`config.mk`:
```
export PLATFORM = sky130hd
export DESIGN_NAME = rhc_node
export DESIGN_NICKNAME = d
export VERILOG_FILES = /design/src/verilog/rhc_pkg.sv /design/src/verilog/rhc_node.sv
export SDC_FILE = /design/constraint.sdc
export NUM_CORES = 2
export LEC_CHECK = 0
export BUFFER_PORTS_ARGS = -buffer_cell sky130_fd_sc_hd__buf_2
export CORE_MARGIN = 3
export CORE_UTILIZATION = 50
export DETAILED_ROUTE_END_ITERATION = 8
export GPL_TIMING_DRIVEN = 1
export PLACE_DENSITY = 0.72
export SLEW_MARGIN = 20
export SYNTH_ARGS = -nofsm -noshare
export SYNTH_HDL_FRONTEND = slang
export SYNTH_SLANG_ARGS = --single-unit
export TNS_END_PERCENT = 10
```
`constraint.sdc`:
```
create_clock -name clk_sys -period 15.8 [get_ports clk_sys]
set_input_delay 2.37 -clock clk_sys [delete_from_list [all_inputs] [get_ports clk_sys]]
set_output_delay 2.37 -clock clk_sys [all_outputs]
set_load 0.05 [all_outputs]
```
`src/verilog/rhc_pkg.sv`:
```
// Shared constants and types for the RFID head network node.
// Assumes a 100 MHz system clock and a frame-level CAN controller outside.
package rhc_pkg;
  localparam logic [15:0] OD_NODE_A    = 16'h20f0;
  localparam logic [15:0] OD_NODE_B    = 16'h20f1;
  localparam logic [15:0] OD_RATE_A    = 16'h20f2;
  localparam logic [15:0] OD_RATE_B    = 16'h20f3;
  localparam logic [15:0] OD_STATUS    = 16'h2100;
  localparam logic [15:0] OD_RPDO_PAR  = 16'h1400;
  localparam logic [15:0] OD_TPDO_PAR  = 16'h1800;
  localparam logic [7:0]  SUB_COB      = 8'h01;
  localparam logic [7:0]  SUB_TXTYPE   = 8'h02;
  localparam logic [7:0]  NODE_ID_RST  = 8'h20;
  localparam logic [7:0]  RATE_RST     = 8'h04;
  localparam logic [7:0]  NODE_MIN     = 8'h01;
  localparam logic [7:0]  NODE_MAX     = 8'h7f;
  localparam logic [7:0]  RATE_MAX     = 8'h07;
  localparam logic [63:0] PDO_ENA_RST  = 64'h0000_0000_0000_000f;
  localparam logic [7:0]  TXTYPE_EVENT = 8'hff;
  localparam logic [7:0]  TXTYPE_SYNC_MAX = 8'hf0;
  localparam logic [10:0] COB_NMT      = 11'h000;
  localparam logic [10:0] COB_SYNC     = 11'h080;
  localparam logic [10:0] COB_TPDO1    = 11'h180;
  localparam logic [10:0] COB_RPDO1    = 11'h200;
  localparam logic [10:0] COB_BOOT     = 11'h700;
  localparam logic [10:0] COB_LSS_TX   = 11'h7e4;
  localparam logic [10:0] COB_LSS_RX   = 11'h7e5;
  localparam logic [7:0]  NMT_START    = 8'h01;
  localparam logic [7:0]  NMT_STOP     = 8'h02;
  localparam logic [7:0]  NMT_PREOP    = 8'h80;
  localparam logic [7:0]  NMT_RST_NODE = 8'h81;
  localparam logic [7:0]  NMT_RST_COMM = 8'h82;
  localparam logic [7:0]  LSS_SWITCH   = 8'h04;
  localparam logic [7:0]  LSS_CFG_NODE = 8'h11;
  localparam logic [7:0]  LSS_CFG_BIT  = 8'h13;
  localparam logic [7:0]  LSS_ACT_BIT  = 8'h15;
  localparam int unsigned CLK_HZ       = 100_000_000;
  localparam int unsigned FAST_HALF_MS = 200;
  localparam int unsigned SLOW_HALF_MS = 625;
  localparam int unsigned FAST_HALF_CYC = CLK_HZ / 1000 * FAST_HALF_MS;
  localparam int unsigned SLOW_HALF_CYC = CLK_HZ / 1000 * SLOW_HALF_MS;
  localparam logic [15:0] LFSR_SEED    = 16'hace1;

  typedef enum logic [1:0] {ST_INIT, ST_PREOP, ST_OPER, ST_STOPPED} rhc_state_t;
  typedef enum logic [1:0] {SV_IDLE, SV_WAIT, SV_PUSH} rhc_serve_t;

  typedef struct packed {
    logic [10:0] cob;
    logic        rtr;
    logic [3:0]  dlc;
    logic [63:0] data;
  } rhc_frame_t;

  typedef struct packed {
    logic        wr;
    logic [15:0] index;
    logic [7:0]  sub;
    logic [31:0] wdata;
  } rhc_od_req_t;
endpackage : rhc_pkg
```
`src/verilog/rhc_node.sv`:
```
// Network node logic of the RFID read/write head: states, identity, PDOs, LEDs.
// Assumes a CAN controller that hands over whole frames on clk_sys and an
// object dictionary engine that issues single-word requests.
// What this block does
// - Leave reset with node identifier 32 and bit-rate code for 125 kbit/s.
// - Node id copies A and B; store when equal, apply at soft reset.
// - Only node identifiers 1 through 127 are accepted.
// - Bit-rate copies A and B; store when equal, apply at soft reset.
// - Codes 0..7 map to 1000, 800, 500, 250, 125, 100, 50, 20 kbit/s.
// - Layer setting master switches all slaves into configuration mode.
// - Layer setting bit rate acknowledged only if supported.
// - Layer setting node id acknowledged only if valid.
// - Layer setting values apply only after a soft reset.
// - No PDO leaves the node while pre-operational.
// - Boot-up frame 0x700 plus node id is sent on entering pre-operational from initialization.
// - Operational state runs every service, PDO exchange included.
// - Stopped state answers only network management frames.
// - TPDO sent on remote request, else in event mode (type 0xff) whenever its mapped value changes.
// - Synchronous mode sends TPDOs after every n-th SYNC frame.
// - 64 TPDOs and 64 RPDO enable bits, but only RPDOs 0 to 3 are received; first four of each enabled after reset.
// - PDO n carries tag user bytes 8n to 8n+7.
// - A newly detected tag triggers reading and sending all enabled TPDOs.
// - A received RPDO is written to its mapped tag memory area.
// - PDO transfer happens only while operational.
// - Red and green alternate at 2.5 Hz on config error, 0.8 Hz on bus error.
// - Yellow steady with valid tag, irregular on hardware fault, else off.
`timescale 1ns/100ps
module rhc_node #(
  parameter int unsigned FAST_HALF = rhc_pkg::FAST_HALF_CYC,
  parameter int unsigned SLOW_HALF = rhc_pkg::SLOW_HALF_CYC
) (
  input  wire logic                 clk_sys,
  input  wire logic                 reset,
  input  wire logic                 rx_valid,
  input  wire rhc_pkg::rhc_frame_t  rx_frame,
  output      logic                 tx_valid,
  output      rhc_pkg::rhc_frame_t  tx_frame,
  input  wire logic                 tx_ready,
  input  wire logic                 od_valid,
  input  wire rhc_pkg::rhc_od_req_t od_req,
  output      logic                 od_ack,
  output      logic                 od_err,
  output      logic [31:0]          od_rdata,
  input  wire logic                 tag_present,
  input  wire logic                 tag_new,
  input  wire logic [63:0]          value_changed,
  output      logic                 tag_rd_valid,
  output      logic [5:0]           tag_rd_pdo,
  input  wire logic                 tag_rd_done,
  input  wire logic [63:0]          tag_rd_data,
  output      logic                 tag_wr_valid,
  output      logic [5:0]           tag_wr_pdo,
  output      logic [63:0]          tag_wr_data,
  input  wire logic                 cfg_error,
  input  wire logic                 bus_error,
  input  wire logic                 bus_off,
  input  wire logic                 hw_fault,
  output      rhc_pkg::rhc_state_t  net_state,
  output      logic [7:0]           node_id,
  output      logic [7:0]           bit_rate_code,
  output      logic [9:0]           bit_rate_kbps,
  output      logic                 led_green,
  output      logic                 led_red,
  output      logic                 led_yellow
);
  import rhc_pkg::*;

  function automatic logic id_ok(input logic [7:0] v);
    id_ok = (v >= NODE_MIN) && (v <= NODE_MAX);
  endfunction : id_ok

  function automatic logic [10:0] pdo_cob(input logic [10:0] base, input logic [1:0] k,
                                          input logic [7:0] nid);
    pdo_cob = base + {1'b0, k, 8'h00} + {4'h0, nid[6:0]};
  endfunction : pdo_cob

  function automatic logic in_pdo_range(input logic [15:0] idx, input logic [15:0] base);
    in_pdo_range = (idx[15:6] == base[15:6]);
  endfunction : in_pdo_range

  function automatic logic [5:0] first_one(input logic [63:0] v);
    first_one = 6'h00;
    for (int i = 63; i >= 0; i--)
    begin
      if (v[i])
        first_one = 6'(i);
    end
  endfunction : first_one

  function automatic logic [9:0] kbps_of(input logic [7:0] c);
    case (c[2:0])
      3'h0: kbps_of = 10'd1000;
      3'h1: kbps_of = 10'd800;
      3'h2: kbps_of = 10'd500;
      3'h3: kbps_of = 10'd250;
      3'h4: kbps_of = 10'd125;
      3'h5: kbps_of = 10'd100;
      3'h6: kbps_of = 10'd50;
      default: kbps_of = 10'd20;
    endcase
  endfunction : kbps_of

  rhc_state_t  state_reg;
  rhc_serve_t  serve_reg;
  logic [7:0]  node_a_reg, node_b_reg, rate_a_reg, rate_b_reg;
  logic [7:0]  node_store_reg, rate_store_reg, node_act_reg, rate_act_reg;
  logic        node_chk_reg, rate_chk_reg;
  logic        boot_pend_reg, lss_cfg_reg, lss_pend_reg;
  rhc_frame_t  lss_rsp_reg, pdo_frame_reg;
  logic [63:0] tpdo_ena_reg, rpdo_ena_reg, pend_reg;
  logic [7:0]  tx_type_reg, sync_cnt_reg;
  logic [5:0]  serve_pdo_reg;
  rhc_frame_t  buf_mem [2];
  logic        buf_wr_reg, buf_rd_reg;
  logic [1:0]  buf_cnt_reg;
  logic [31:0] fast_cnt_reg, slow_cnt_reg;
  logic        fast_ph_reg, slow_ph_reg;
  logic [15:0] lfsr_reg;

  logic        live, oper, rx_nmt, soft_rst, rx_lss, rx_sync, od_take, od_wr, sync_fire;
  logic [7:0]  nmt_cmd, lss_cs, lss_b1;
  logic [63:0] pend_set;
  logic [3:0]  rtr_hit, rpdo_hit;
  logic        in_valid, in_ready, take_boot, take_lss, take_pdo;
  rhc_frame_t  in_frame;

  assign live     = (state_reg != ST_STOPPED);
  assign oper     = (state_reg == ST_OPER);
  assign nmt_cmd  = rx_frame.data[7:0];
  assign rx_nmt   = rx_valid && (rx_frame.cob == COB_NMT) && !rx_frame.rtr &&
                    ((rx_frame.data[15:8] == 8'h00) || (rx_frame.data[15:8] == node_act_reg));
  assign soft_rst = rx_nmt && ((nmt_cmd == NMT_RST_NODE) || (nmt_cmd == NMT_RST_COMM));
  assign rx_lss   = rx_valid && live && (rx_frame.cob == COB_LSS_RX);
  assign lss_cs   = rx_frame.data[7:0];
  assign lss_b1   = rx_frame.data[15:8];
  assign rx_sync  = rx_valid && live && (rx_frame.cob == COB_SYNC);
  assign od_take  = od_valid && live;
  assign od_wr    = od_take && od_req.wr;

  // Network state machine; a soft reset reloads the stored identity.
  always_ff @(posedge clk_sys)
  begin
    if (reset)
      state_reg <= ST_INIT;
    else
    begin
      case (state_reg)
        ST_INIT: state_reg <= ST_PREOP;
        default:
        begin
          if (soft_rst)
            state_reg <= ST_INIT;
          else if (rx_nmt && nmt_cmd == NMT_START)
            state_reg <= ST_OPER;
          else if (rx_nmt && nmt_cmd == NMT_STOP)
            state_reg <= ST_STOPPED;
          else if (rx_nmt && nmt_cmd == NMT_PREOP)
            state_reg <= ST_PREOP;
        end
      endcase
    end
  end

  always_ff @(posedge clk_sys)
  begin
    if (reset)
    begin
      node_act_reg <= NODE_ID_RST;
      rate_act_reg <= RATE_RST;
    end
    else if (state_reg == ST_INIT)
    begin
      node_act_reg <= node_store_reg;
      rate_act_reg <= rate_store_reg;
    end
  end

  always_ff @(posedge clk_sys)
  begin
    if (reset)
      boot_pend_reg <= 1'b0;
    else if (state_reg == ST_INIT)
      boot_pend_reg <= 1'b1;
    else if (take_boot || state_reg == ST_STOPPED)
      boot_pend_reg <= 1'b0;
  end

  // Dictionary copies; a match of both copies is checked a cycle after a write.
  always_ff @(posedge clk_sys)
  begin
    if (reset)
    begin
      node_a_reg   <= NODE_ID_RST;
      node_b_reg   <= NODE_ID_RST;
      rate_a_reg   <= RATE_RST;
      rate_b_reg   <= RATE_RST;
      node_chk_reg <= 1'b0;
      rate_chk_reg <= 1'b0;
    end
    else
    begin
      if (od_wr && od_req.index == OD_NODE_A)
        node_a_reg <= od_req.wdata[7:0];
      if (od_wr && od_req.index == OD_NODE_B)
        node_b_reg <= od_req.wdata[7:0];
      if (od_wr && od_req.index == OD_RATE_A)
        rate_a_reg <= od_req.wdata[7:0];
      if (od_wr && od_req.index == OD_RATE_B)
        rate_b_reg <= od_req.wdata[7:0];
      node_chk_reg <= od_wr && (od_req.index == OD_NODE_A || od_req.index == OD_NODE_B);
      rate_chk_reg <= od_wr && (od_req.index == OD_RATE_A || od_req.index == OD_RATE_B);
    end
  end

  always_ff @(posedge clk_sys)
  begin
    if (reset)
    begin
      node_store_reg <= NODE_ID_RST;
      rate_store_reg <= RATE_RST;
    end
    else
    begin
      if (rx_lss && lss_cfg_reg && lss_cs == LSS_CFG_NODE && id_ok(lss_b1))
        node_store_reg <= lss_b1;
      else if (node_chk_reg && node_a_reg == node_b_reg && id_ok(node_a_reg))
        node_store_reg <= node_a_reg;
      if (rx_lss && lss_cfg_reg && lss_cs == LSS_CFG_BIT && lss_b1 == 8'h00 &&
          rx_frame.data[23:16] <= RATE_MAX)
        rate_store_reg <= rx_frame.data[23:16];
      else if (rate_chk_reg && rate_a_reg == rate_b_reg && rate_a_reg <= RATE_MAX)
        rate_store_reg <= rate_a_reg;
    end
  end

  // Dictionary answers and PDO configuration.
  always_ff @(posedge clk_sys)
  begin
    if (reset)
    begin
      od_ack       <= 1'b0;
      od_err       <= 1'b0;
      od_rdata     <= 32'h0000_0000;
      tpdo_ena_reg <= PDO_ENA_RST;
      rpdo_ena_reg <= PDO_ENA_RST;
      tx_type_reg  <= TXTYPE_EVENT;
    end
    else
    begin
      od_ack   <= od_take;
      od_err   <= 1'b0;
      od_rdata <= 32'h0000_0000;
      if (od_take)
      begin
        if (od_req.index == OD_NODE_A)
          od_rdata <= {24'h0, node_a_reg};
        else if (od_req.index == OD_NODE_B)
          od_rdata <= {24'h0, node_b_reg};
        else if (od_req.index == OD_RATE_A)
          od_rdata <= {24'h0, rate_a_reg};
        else if (od_req.index == OD_RATE_B)
          od_rdata <= {24'h0, rate_b_reg};
        else if (od_req.index == OD_STATUS)
          od_rdata <= {13'h0, lss_cfg_reg, state_reg, rate_act_reg, node_act_reg};
        else if (in_pdo_range(od_req.index, OD_TPDO_PAR) && od_req.sub == SUB_COB)
        begin
          od_rdata <= {~tpdo_ena_reg[od_req.index[5:0]], 31'h0};
          if (od_req.wr)
            tpdo_ena_reg[od_req.index[5:0]] <= ~od_req.wdata[31];
        end
        else if (in_pdo_range(od_req.index, OD_TPDO_PAR) && od_req.sub == SUB_TXTYPE)
        begin
          od_rdata <= {24'h0, tx_type_reg};
          if (od_req.wr)
            tx_type_reg <= od_req.wdata[7:0];
        end
        else if (in_pdo_range(od_req.index, OD_RPDO_PAR) && od_req.sub == SUB_COB)
        begin
          od_rdata <= {~rpdo_ena_reg[od_req.index[5:0]], 31'h0};
          if (od_req.wr)
            rpdo_ena_reg[od_req.index[5:0]] <= ~od_req.wdata[31];
        end
        else
          od_err <= 1'b1;
      end
    end
  end

  // Layer setting slave: global switch, node and timing configuration.
  always_ff @(posedge clk_sys)
  begin
    if (reset)
    begin
      lss_cfg_reg  <= 1'b0;
      lss_pend_reg <= 1'b0;
      lss_rsp_reg  <= '0;
    end
    else
    begin
      if (rx_lss && lss_cs == LSS_SWITCH)
        lss_cfg_reg <= (lss_b1 == 8'h01);
      if (rx_lss && lss_cfg_reg && (lss_cs == LSS_CFG_NODE || lss_cs == LSS_CFG_BIT))
      begin
        lss_pend_reg    <= 1'b1;
        lss_rsp_reg.cob <= COB_LSS_TX;
        lss_rsp_reg.rtr <= 1'b0;
        lss_rsp_reg.dlc <= 4'h8;
        if (lss_cs == LSS_CFG_NODE)
          lss_rsp_reg.data <= {48'h0, 7'h0, !id_ok(lss_b1), lss_cs};
        else
          lss_rsp_reg.data <= {48'h0, 7'h0,
                               !(lss_b1 == 8'h00 && rx_frame.data[23:16] <= RATE_MAX),
                               lss_cs};
      end
      else if (take_lss)
        lss_pend_reg <= 1'b0;
    end
  end

  // TPDO triggers: remote request, value change, new tag and SYNC count.
  always_comb
  begin
    for (int k = 0; k < 4; k++)
    begin
      rtr_hit[k]  = rx_valid && rx_frame.rtr &&
                    rx_frame.cob == pdo_cob(COB_TPDO1, 2'(k), node_act_reg);
      rpdo_hit[k] = rx_valid && !rx_frame.rtr && rpdo_ena_reg[k] &&
                    rx_frame.cob == pdo_cob(COB_RPDO1, 2'(k), node_act_reg);
    end
    pend_set = {60'h0, rtr_hit};
    if (tx_type_reg == TXTYPE_EVENT)
      pend_set = pend_set | value_changed;
    if (tag_new || sync_fire)
      pend_set = '1;
    pend_set = pend_set & tpdo_ena_reg;
  end

  assign sync_fire = rx_sync && tx_type_reg != 8'h00 && tx_type_reg <= TXTYPE_SYNC_MAX &&
                     (sync_cnt_reg + 8'h01 >= tx_type_reg);

  always_ff @(posedge clk_sys)
  begin
    if (reset || state_reg == ST_INIT)
      sync_cnt_reg <= 8'h00;
    else if (sync_fire)
      sync_cnt_reg <= 8'h00;
    else if (rx_sync)
      sync_cnt_reg <= sync_cnt_reg + 8'h01;
  end

  always_ff @(posedge clk_sys)
  begin
    if (reset || !oper)
      pend_reg <= 64'h0;
    else if (serve_reg == SV_IDLE && pend_reg != 64'h0)
      pend_reg <= (pend_reg & ~(64'h1 << first_one(pend_reg))) | pend_set;
    else
      pend_reg <= pend_reg | pend_set;
  end

  // PDO server: fetch tag bytes for the lowest pending TPDO and queue a frame.
  always_ff @(posedge clk_sys)
  begin
    if (reset)
    begin
      serve_reg     <= SV_IDLE;
      serve_pdo_reg <= 6'h00;
      tag_rd_valid  <= 1'b0;
      tag_rd_pdo    <= 6'h00;
      pdo_frame_reg <= '0;
    end
    else
    begin
      tag_rd_valid <= 1'b0;
      case (serve_reg)
        SV_IDLE:
        begin
          if (oper && pend_reg != 64'h0)
          begin
            serve_pdo_reg <= first_one(pend_reg);
            tag_rd_pdo    <= first_one(pend_reg);
            tag_rd_valid  <= 1'b1;
            serve_reg     <= SV_WAIT;
          end
        end
        SV_WAIT:
        begin
          if (!oper)
            serve_reg <= SV_IDLE;
          else if (tag_rd_done)
          begin
            pdo_frame_reg.cob  <= pdo_cob(COB_TPDO1, serve_pdo_reg[1:0], node_act_reg);
            pdo_frame_reg.rtr  <= 1'b0;
            pdo_frame_reg.dlc  <= 4'h8;
            pdo_frame_reg.data <= tag_rd_data;
            serve_reg          <= SV_PUSH;
          end
        end
        default:
        begin
          if (!oper || take_pdo)
            serve_reg <= SV_IDLE;
        end
      endcase
    end
  end

  // RPDO reception writes the mapped tag area.
  always_ff @(posedge clk_sys)
  begin
    if (reset)
    begin
      tag_wr_valid <= 1'b0;
      tag_wr_pdo   <= 6'h00;
      tag_wr_data  <= 64'h0;
    end
    else
    begin
      tag_wr_valid <= oper && (rpdo_hit != 4'h0);
      if (rpdo_hit != 4'h0)
      begin
        tag_wr_pdo  <= {4'h0, rx_frame.cob[9:8] - 2'h2};
        tag_wr_data <= rx_frame.data;
      end
    end
  end

  // Transmit source priority: boot-up, layer setting answer, then PDO.
  assign take_boot = boot_pend_reg && in_ready;
  assign take_lss  = !boot_pend_reg && lss_pend_reg && in_ready;
  assign take_pdo  = !boot_pend_reg && !lss_pend_reg && oper &&
                     serve_reg == SV_PUSH && in_ready;
  assign in_valid  = boot_pend_reg || lss_pend_reg || (oper && serve_reg == SV_PUSH);

  always_comb
  begin
    in_frame = pdo_frame_reg;
    if (boot_pend_reg)
      in_frame = '{cob: COB_BOOT + {4'h0, node_act_reg[6:0]}, rtr: 1'b0,
                   dlc: 4'h1, data: 64'h0};
    else if (lss_pend_reg)
      in_frame = lss_rsp_reg;
  end

  // Two-entry transmit buffer; a stalled controller loses no frame.
  assign in_ready = (buf_cnt_reg != 2'd2);
  assign tx_valid = (buf_cnt_reg != 2'd0);
  assign tx_frame = buf_mem[buf_rd_reg];

  always_ff @(posedge clk_sys)
  begin
    if (reset)
    begin
      buf_wr_reg  <= 1'b0;
      buf_rd_reg  <= 1'b0;
      buf_cnt_reg <= 2'd0;
      buf_mem[0]  <= '0;
      buf_mem[1]  <= '0;
    end
    else
    begin
      if (in_valid && in_ready)
      begin
        buf_mem[buf_wr_reg] <= in_frame;
        buf_wr_reg          <= ~buf_wr_reg;
      end
      if (tx_valid && tx_ready)
        buf_rd_reg <= ~buf_rd_reg;
      buf_cnt_reg <= buf_cnt_reg + 2'(in_valid && in_ready) - 2'(tx_valid && tx_ready);
    end
  end

  // Flash timebases and a pseudo-random source for irregular flashing.
  always_ff @(posedge clk_sys)
  begin
    if (reset)
    begin
      fast_cnt_reg <= 32'h0;
      slow_cnt_reg <= 32'h0;
      fast_ph_reg  <= 1'b0;
      slow_ph_reg  <= 1'b0;
      lfsr_reg     <= LFSR_SEED;
    end
    else
    begin
      fast_cnt_reg <= (fast_cnt_reg >= FAST_HALF - 1) ? 32'h0 : fast_cnt_reg + 32'h1;
      slow_cnt_reg <= (slow_cnt_reg >= SLOW_HALF - 1) ? 32'h0 : slow_cnt_reg + 32'h1;
      if (fast_cnt_reg >= FAST_HALF - 1)
      begin
        fast_ph_reg <= ~fast_ph_reg;
        lfsr_reg    <= {lfsr_reg[14:0], lfsr_reg[15] ^ lfsr_reg[13] ^
                        lfsr_reg[12] ^ lfsr_reg[10]};
      end
      if (slow_cnt_reg >= SLOW_HALF - 1)
        slow_ph_reg <= ~slow_ph_reg;
    end
  end

  always_ff @(posedge clk_sys)
  begin
    if (reset)
    begin
      led_green  <= 1'b0;
      led_red    <= 1'b0;
      led_yellow <= 1'b0;
    end
    else
    begin
      if (cfg_error)
      begin
        led_green <= fast_ph_reg;
        led_red   <= ~fast_ph_reg;
      end
      else if (bus_error)
      begin
        led_green <= slow_ph_reg;
        led_red   <= ~slow_ph_reg;
      end
      else
      begin
        led_red   <= bus_off || (lss_cfg_reg && lfsr_reg[0]);
        led_green <= (state_reg == ST_PREOP) || (oper && fast_ph_reg);
      end
      led_yellow <= hw_fault ? lfsr_reg[1] : tag_present;
    end
  end

  assign net_state     = state_reg;
  assign node_id       = node_act_reg;
  assign bit_rate_code = rate_act_reg;
  assign bit_rate_kbps = kbps_of(rate_act_reg);
endmodule : rhc_node

```
### Word level (Yosys, flattened, before mapping)

Memory sizes are Yosys's and may differ from the RTL's. A register that Yosys moved wholly into a read port is not among the register bits.
Cells that the tools add are included.

* register bits: 620
* memory bits (writable): 160
* input port bits: 277
* output and inout port bits: 224
* logic and storage cells: 397
* memories kept: 1

Memory list
* buf_mem: depth 2, bits a word 80, rd ports 1, clocked after memory_dff 1, write ports 2, RTL line rhc_node.sv:113 `rhc_frame_t buf_mem [2];`

* add/sub/neg operators: 17
* order comparisons: 12
* equal/unequal tests: 47
* shift-type cells: 1
* muxes and demuxes: 124
* bitwise operators: 25
* reductions and logical operators: 121

Operators with widths (number)
* 6-bit 2-to-1 mux: 66
* 80-bit 2-to-1 mux: 3
* 64-bit 2-to-1 mux: 3
* 64-bit AND: 2
* 64-bit bitwise mux: 2
* 64-bit bitwise OR: 2
* 32-bit 2-to-1 mux: 3
* 16-bit by 14-bit == test with 1-bit output (second input constant): 5
* 80-bit OR reduction: 1
* 11-bit == test: 7
* 10-bit case mux with 7 select lines: 1
* 1-bit logical AND: 69
* 32-bit by 1-bit adder with 32-bit output (second input constant): 2
* 8-bit 2-to-1 mux: 8
* 64-bit NOT: 1
* 4-bit by 64-bit bitwise OR with 64-bit output: 1
* 64-bit nonzero test: 1
* 1-bit by 6-bit left shift with 64-bit output (first input constant): 1
* 10-bit by 7-bit adder with 11-bit output (first input constant): 4
* 11-bit by 7-bit adder with 11-bit output (first input constant): 3
* 8-bit == test (second input constant): 4
* 32-bit by 25-bit >= comparator with 1-bit output (second input constant): 1
* 32-bit by 26-bit >= comparator with 1-bit output (second input constant): 1
* 1-bit 2-to-1 mux: 25
* 61 further kinds: 131

### Longest topological paths before layout

* word-level depth: 71
* depth in mapped cells: 13
* mapped depth without buffers: 11

### Worst setup path before layout

No wires, ideal clock.

* path kind: register to register
* from: register state_reg[1] (netlist: net_state[1])
* to: memory buf_mem[0][0] (netlist name), enable pin
* setup time: 0.615 ns
* arrival time: 6.797 ns
* data required time: 15.185 ns
* setup slack: 8.388 ns
* cell stages (with the launch flop): 6
* buffers on the path: 1
* period minus slack after synthesis: 7.412 ns
* cell sequence: dfxtp_1 buf_2 nor2b_1 nand3b_1 a21o_1 o21ai_0

RTL lines
* start, declared: RTL line rhc_node.sv:103 `rhc_state_t state_reg;`
* start signal, assigned: RTL line rhc_node.sv:144 `state_reg <= ST_INIT;`
* start signal, assigned: RTL line rhc_node.sv:148 `ST_INIT: state_reg <= ST_PREOP;`
* start signal, assigned: RTL line rhc_node.sv:152 `state_reg <= ST_INIT;`
* end, declared: RTL line rhc_node.sv:113

### Worst setup path in the final report

* from: input od_req[49] (netlist name)
* to: register tpdo_ena_reg[26]

* cells in the longest elaborated chain, start to end: 3
* elaborated cells between the ends (all ways): 13
* classes of those cells: 6 x eq/ne; 5 x bitwise; 2 x reduce/logical

RTL lines
* start, declared: RTL line rhc_node.sv:40 `input wire rhc_pkg::rhc_od_req_t od_req,`
* 16-bit by 14-bit == test with 1-bit output, or another cell as far along: RTL line rhc_node.sv:263 `else if (od_req.index == OD_STATUS)`
* 1-bit NOT (no source line) or 1-bit logical AND (tied branches)
* 8-bit AND reduction (no source line) (*)
* end signal, assigned by index: RTL line rhc_node.sv:269 `tpdo_ena_reg[od_req.index[5:0]] <= ~od_req.wdata[31];`
* end, declared: RTL line rhc_node.sv:110 `logic [63:0] tpdo_ena_reg, rpdo_ena_reg, pend_reg;`

Every way passes the cells marked *; elsewhere a longest branch is shown, timed or not.
A chain may end at the register's enable or synchronous reset.

==> results.md <==
## Outcome
- outcome: finished clean

## Place
- total half-perimeter wirelength after legalization and detailed placement: 63.70 mm
- placer's final routability congestion estimate: 0.9544
- input/output buffers: 454
- Setup WS pre-CTS: 9976 ps

## Synth
- Syn Std Cell Area: 30960 um^2
- proportion of synthesized flip-flops having asynchronous set or reset: 0
- YS warnings: 0
- register bit count reported by yosys: 704
- per-instance average area after synthesis: 9.073 um^2
- share of the synthesized netlist area taken by xor and xnor gates: 0.02603
- number of enable flip-flop cells after synthesis: 152
- Post-Synth Simple-Gate Area: 0.2019
- most common flop cell mapped by yosys: sky130_fd_sc_hd__dfxtp_1
- largest family of logic cells by synthesized area: simple AND/OR/NAND/NOR gates
- number of cells produced by synthesis: 3412
- post-synthesis compound-gate area fraction: 0.1822
- share of synthesized area occupied by flip-flops and latches: 0.5044
- share of synthesized area spent on multiplexers: 0.03868
- area share of fa/ha/maj cells after synthesis: 0.005658
- number of different library cells in the post-synthesis netlist: 80

## Timing
- final worst slack: 10460 ps
- Final Hold Vio Count: 0
- final setup violating endpoints: 0
- Worst Clk Skew: 11.13 ps
- sum of negative setup slack: 0 ps
- top achievable clock speed: 187.4 MHz
- Slew Viols, Final: 0
- crit path time final: 5336 ps
- transition time of the tightest slew-check pin: 1137 ps
- slew margin rel.: 0.2418
- unrepaired setup endpoints after global routing: false
- Tcrit/Tclk final: 0.3377
- post-route worst hold slack: 447.8 ps

## Hold path
- Worst Hold Path EP: tag_wr_data[26]
- hold path start: tag_wr_data[26]
- WHS Path Cells: 2
- HP Class: flop to flop

## Finish
- share of the core filled with cells in the final layout: 0.5940
- NumNets Final: 4028
- most common cell after layout, fill and taps aside: sky130_fd_sc_hd__dfxtp_1
- area occupied by multi-input gates: 14300 um^2
- fillers: 5264
- share of cells above drive strength 1: 0.1940
- sequential cell area in the final layout: 15620 um^2
- area growth from synthesis to layout: 16.66%
- most frequent cells in the layout: sky130_fd_sc_hd__dfxtp_1 (551), sky130_fd_sc_hd__nand2_1 (495), sky130_fd_sc_hd__buf_2 (452), sky130_fd_sc_hd__a21oi_1 (416), sky130_fd_sc_hd__nor2_1 (225)
- flip-flop count of the largest register after layout: 152

## Power
- peak supply drop: 0.07436 mV
- total power density per cell area: 117.4 nW/um^2
- cell leakage power: 13.63 nW
- overall power of the completed layout: 4.238 mW

## Floorplanning
- row count: 90
- initial core utilization: 0.5091
- area of the core: 60810 um^2
- horizontal die dimension: 254.8 um
- I/O pins: 501
- DIE AREA: 64940 um^2
- die height: 254.8 um

## Global route
- GR Overflow Total: 0
- pin count of the biggest net entering global routing: 92
- vias in the first global route: 24.04k
- number of antenna violations at the first check in global routing: 8
- global-route wire length before repair: 138.5 mm
- global routing usage summed across all routing layers: 0.2699

## Clock tree
- TritonCTS Sinks: 704
- number of buffers added for setup after CTS: 0
- Worst-path clk slew: 60 ps
- buffer depth of the longest clock path: 3
- clock buffers created by TritonCTS: 75
- number of hold-repair buffers added at the cts stage: 0
- CTS tree: yes
- clock latency on the worst-skew pair: 610 ps
- CTS HTree Levels: 3
- cell at the root of the clock tree: sky130_fd_sc_hd__clkbuf_16
- quantity of gates resized following cts: 0

## Worst setup path
- Critical Path Slowest Stage Cell: sky130_fd_sc_hd__nor4b_1
- critical register-to-register path startpoint: sync_cnt_reg[0]
- critical path arrival: 5840 ps
- endpoint of the worst-slack reg-to-reg timing path: pend_reg[41]
- kind of cell with the highest combined delay on the critical path: simple AND/OR/NAND/NOR gates
- list of cells traversed by the critical path: buf_2, nor4_1, nand4_1, nor4b_1, and3_1, and2_0, a21oi_1, a311oi_1
- CP Class: primary input to flop
- Required @ worst endpoint: 16300 ps
- crit end category: flop
- kind of start point of the critical path: primary input
- slack of the worst reg-to-reg path: 11960 ps
- CP Buf/Inv Count: 1
- Worst Reg-to-Reg Cells: 10
- Crit Path Max Fanout: 16
- maximum single-stage delay on the critical path: 830 ps

## Route
- post-route ant nets: 0
- final routed wirelength across all metal layers: 92.77 mm
- Wirelength per Cell: 20.27 um
- DRC errors left: 0
- ratio of routed vias to standard cells: 5.868
- vias post-DR: 26.86k
- drt first pass iters: 6
- iteration-0 DRC count of the detailed router: 2898

## Flow run
- max-cap check violation count: 0

==> worst register-to-register path, cell delays in order (launching register included) <==
cell and delay [ps]:
sky130_fd_sc_hd__dfxtp_1 400, sky130_fd_sc_hd__ha_1 230, sky130_fd_sc_hd__nand3_1 130, sky130_fd_sc_hd__or2_2 340
sky130_fd_sc_hd__xnor2_1 200, sky130_fd_sc_hd__ha_1 300, sky130_fd_sc_hd__a211oi_1 220, sky130_fd_sc_hd__a2111o_1 340
sky130_fd_sc_hd__nor2b_1 840, sky130_fd_sc_hd__a21oi_1 330, sky130_fd_sc_hd__a311o_1 400
==> worst max-delay path by stage <==
stage / startpoint / depth (start not counted) / endpoint
3_5_place_dp: od_req[49] / 8 / tpdo_ena_reg[18]
5_1_grt: od_req[49] / 8 / tpdo_ena_reg[26]
6_report: od_req[49] / 8 / tpdo_ena_reg[26]
2_1_floorplan: net_state[1] / 5 / buf_mem[0][0]
3_3_place_gp: od_req[49] / 8 / tpdo_ena_reg[18]
4_1_cts: od_req[49] / 8 / tpdo_ena_reg[26]
==> area by class of cell <==
cell class / count / share of cell area
sequential: 704 / 0.4324
clock inverter: 27 / 0.01046
inverter: 32 / 0.003326
antenna: 7 / 0.0004850
tap: 782 / 0.02709
timing repair buffer: 497 / 0.07275
clock buffer: 101 / 0.05747
multi-input combinational: 2427 / 0.3960
==> where the power goes <==
group / internal (mW) / switching, mW / leakage (nW)
logic: 0.151 / 0.383 / 6.38
registers: 1.88 / 0.0449 / 6.06
clock network: 1.05 / 0.721 / 1.20
total: 3.09 / 1.15 / 13.6
==> cell families after synthesis <==
family	Yosys count
and+or+nand+nor	1300
AOI/OAI and AO/OA	879
DFF	704
buffers and inverters	312
muxes	110
xor gates and xnor gates	92
adders and majority gates	14
other	1
==> routing by layer <==
metal | GRT usage | share of wire | vias up
met5 | 0 | 0.00056 | -
met4 | 0.09497 | 0.030 | 8
met3 | 0.04857 | 0.084 | 172
met2 | 0.4199 | 0.46 | 1100
met1 | 0.3794 | 0.43 | 12659
li1 | - | - | 12919
==> Yosys cell counts, types with 10 or more instances <==
library cell                 n  area share
sky130_fd_sc_hd__a211oi_1   16      0.0039
sky130_fd_sc_hd__a311oi_1  124       0.035
sky130_fd_sc_hd__nor2_1    229       0.028
sky130_fd_sc_hd__inv_1      32      0.0039
sky130_fd_sc_hd__or4_1      15      0.0036
sky130_fd_sc_hd__a21oi_1   417       0.067
sky130_fd_sc_hd__nand2_1   496       0.060
sky130_fd_sc_hd__and2_1    153       0.031
sky130_fd_sc_hd__xnor2_1    40       0.011
sky130_fd_sc_hd__dfxtp_1   552        0.36
sky130_fd_sc_hd__nor2b_1    17      0.0034
sky130_fd_sc_hd__o311ai_0   19      0.0054
sky130_fd_sc_hd__nor3_1     73       0.012
sky130_fd_sc_hd__a31oi_1    12      0.0024
sky130_fd_sc_hd__o22ai_1    30      0.0061
sky130_fd_sc_hd__mux2i_1    33       0.011
sky130_fd_sc_hd__nor3b_1    10      0.0024
sky130_fd_sc_hd__buf_4      20      0.0048
sky130_fd_sc_hd__buf_1      14      0.0017
sky130_fd_sc_hd__o31ai_1    17      0.0041
sky130_fd_sc_hd__o21ai_0    69       0.011
sky130_fd_sc_hd__edfxtp_1  152        0.15
sky130_fd_sc_hd__xor2_1     52       0.015
sky130_fd_sc_hd__and3_1     50       0.010
sky130_fd_sc_hd__ha_1       14      0.0057
sky130_fd_sc_hd__buf_2      15      0.0024
sky130_fd_sc_hd__and4_1     11      0.0031
sky130_fd_sc_hd__or2_2      12      0.0024
sky130_fd_sc_hd__o211ai_1   40      0.0097
sky130_fd_sc_hd__mux2_2     77       0.028
sky130_fd_sc_hd__nand2b_1   18      0.0036
sky130_fd_sc_hd__nor4_1     35      0.0071
sky130_fd_sc_hd__nand4_1    27      0.0055
sky130_fd_sc_hd__nand3_1   111       0.018
sky130_fd_sc_hd__a221oi_1   14      0.0040
sky130_fd_sc_hd__clkbuf_1  230       0.028
sky130_fd_sc_hd__a22oi_1    30      0.0073
==> metrics by stage <==
stage               instance area (um^2)  cells
finish                             36120   4577
global route                       36100   4571
CTS                                36070   4569
detailed placement                 33610   4441
global placement                   33610   4441
floorplan                          31070   3443
No activity file was read; power rests on OpenSTA's default activity.
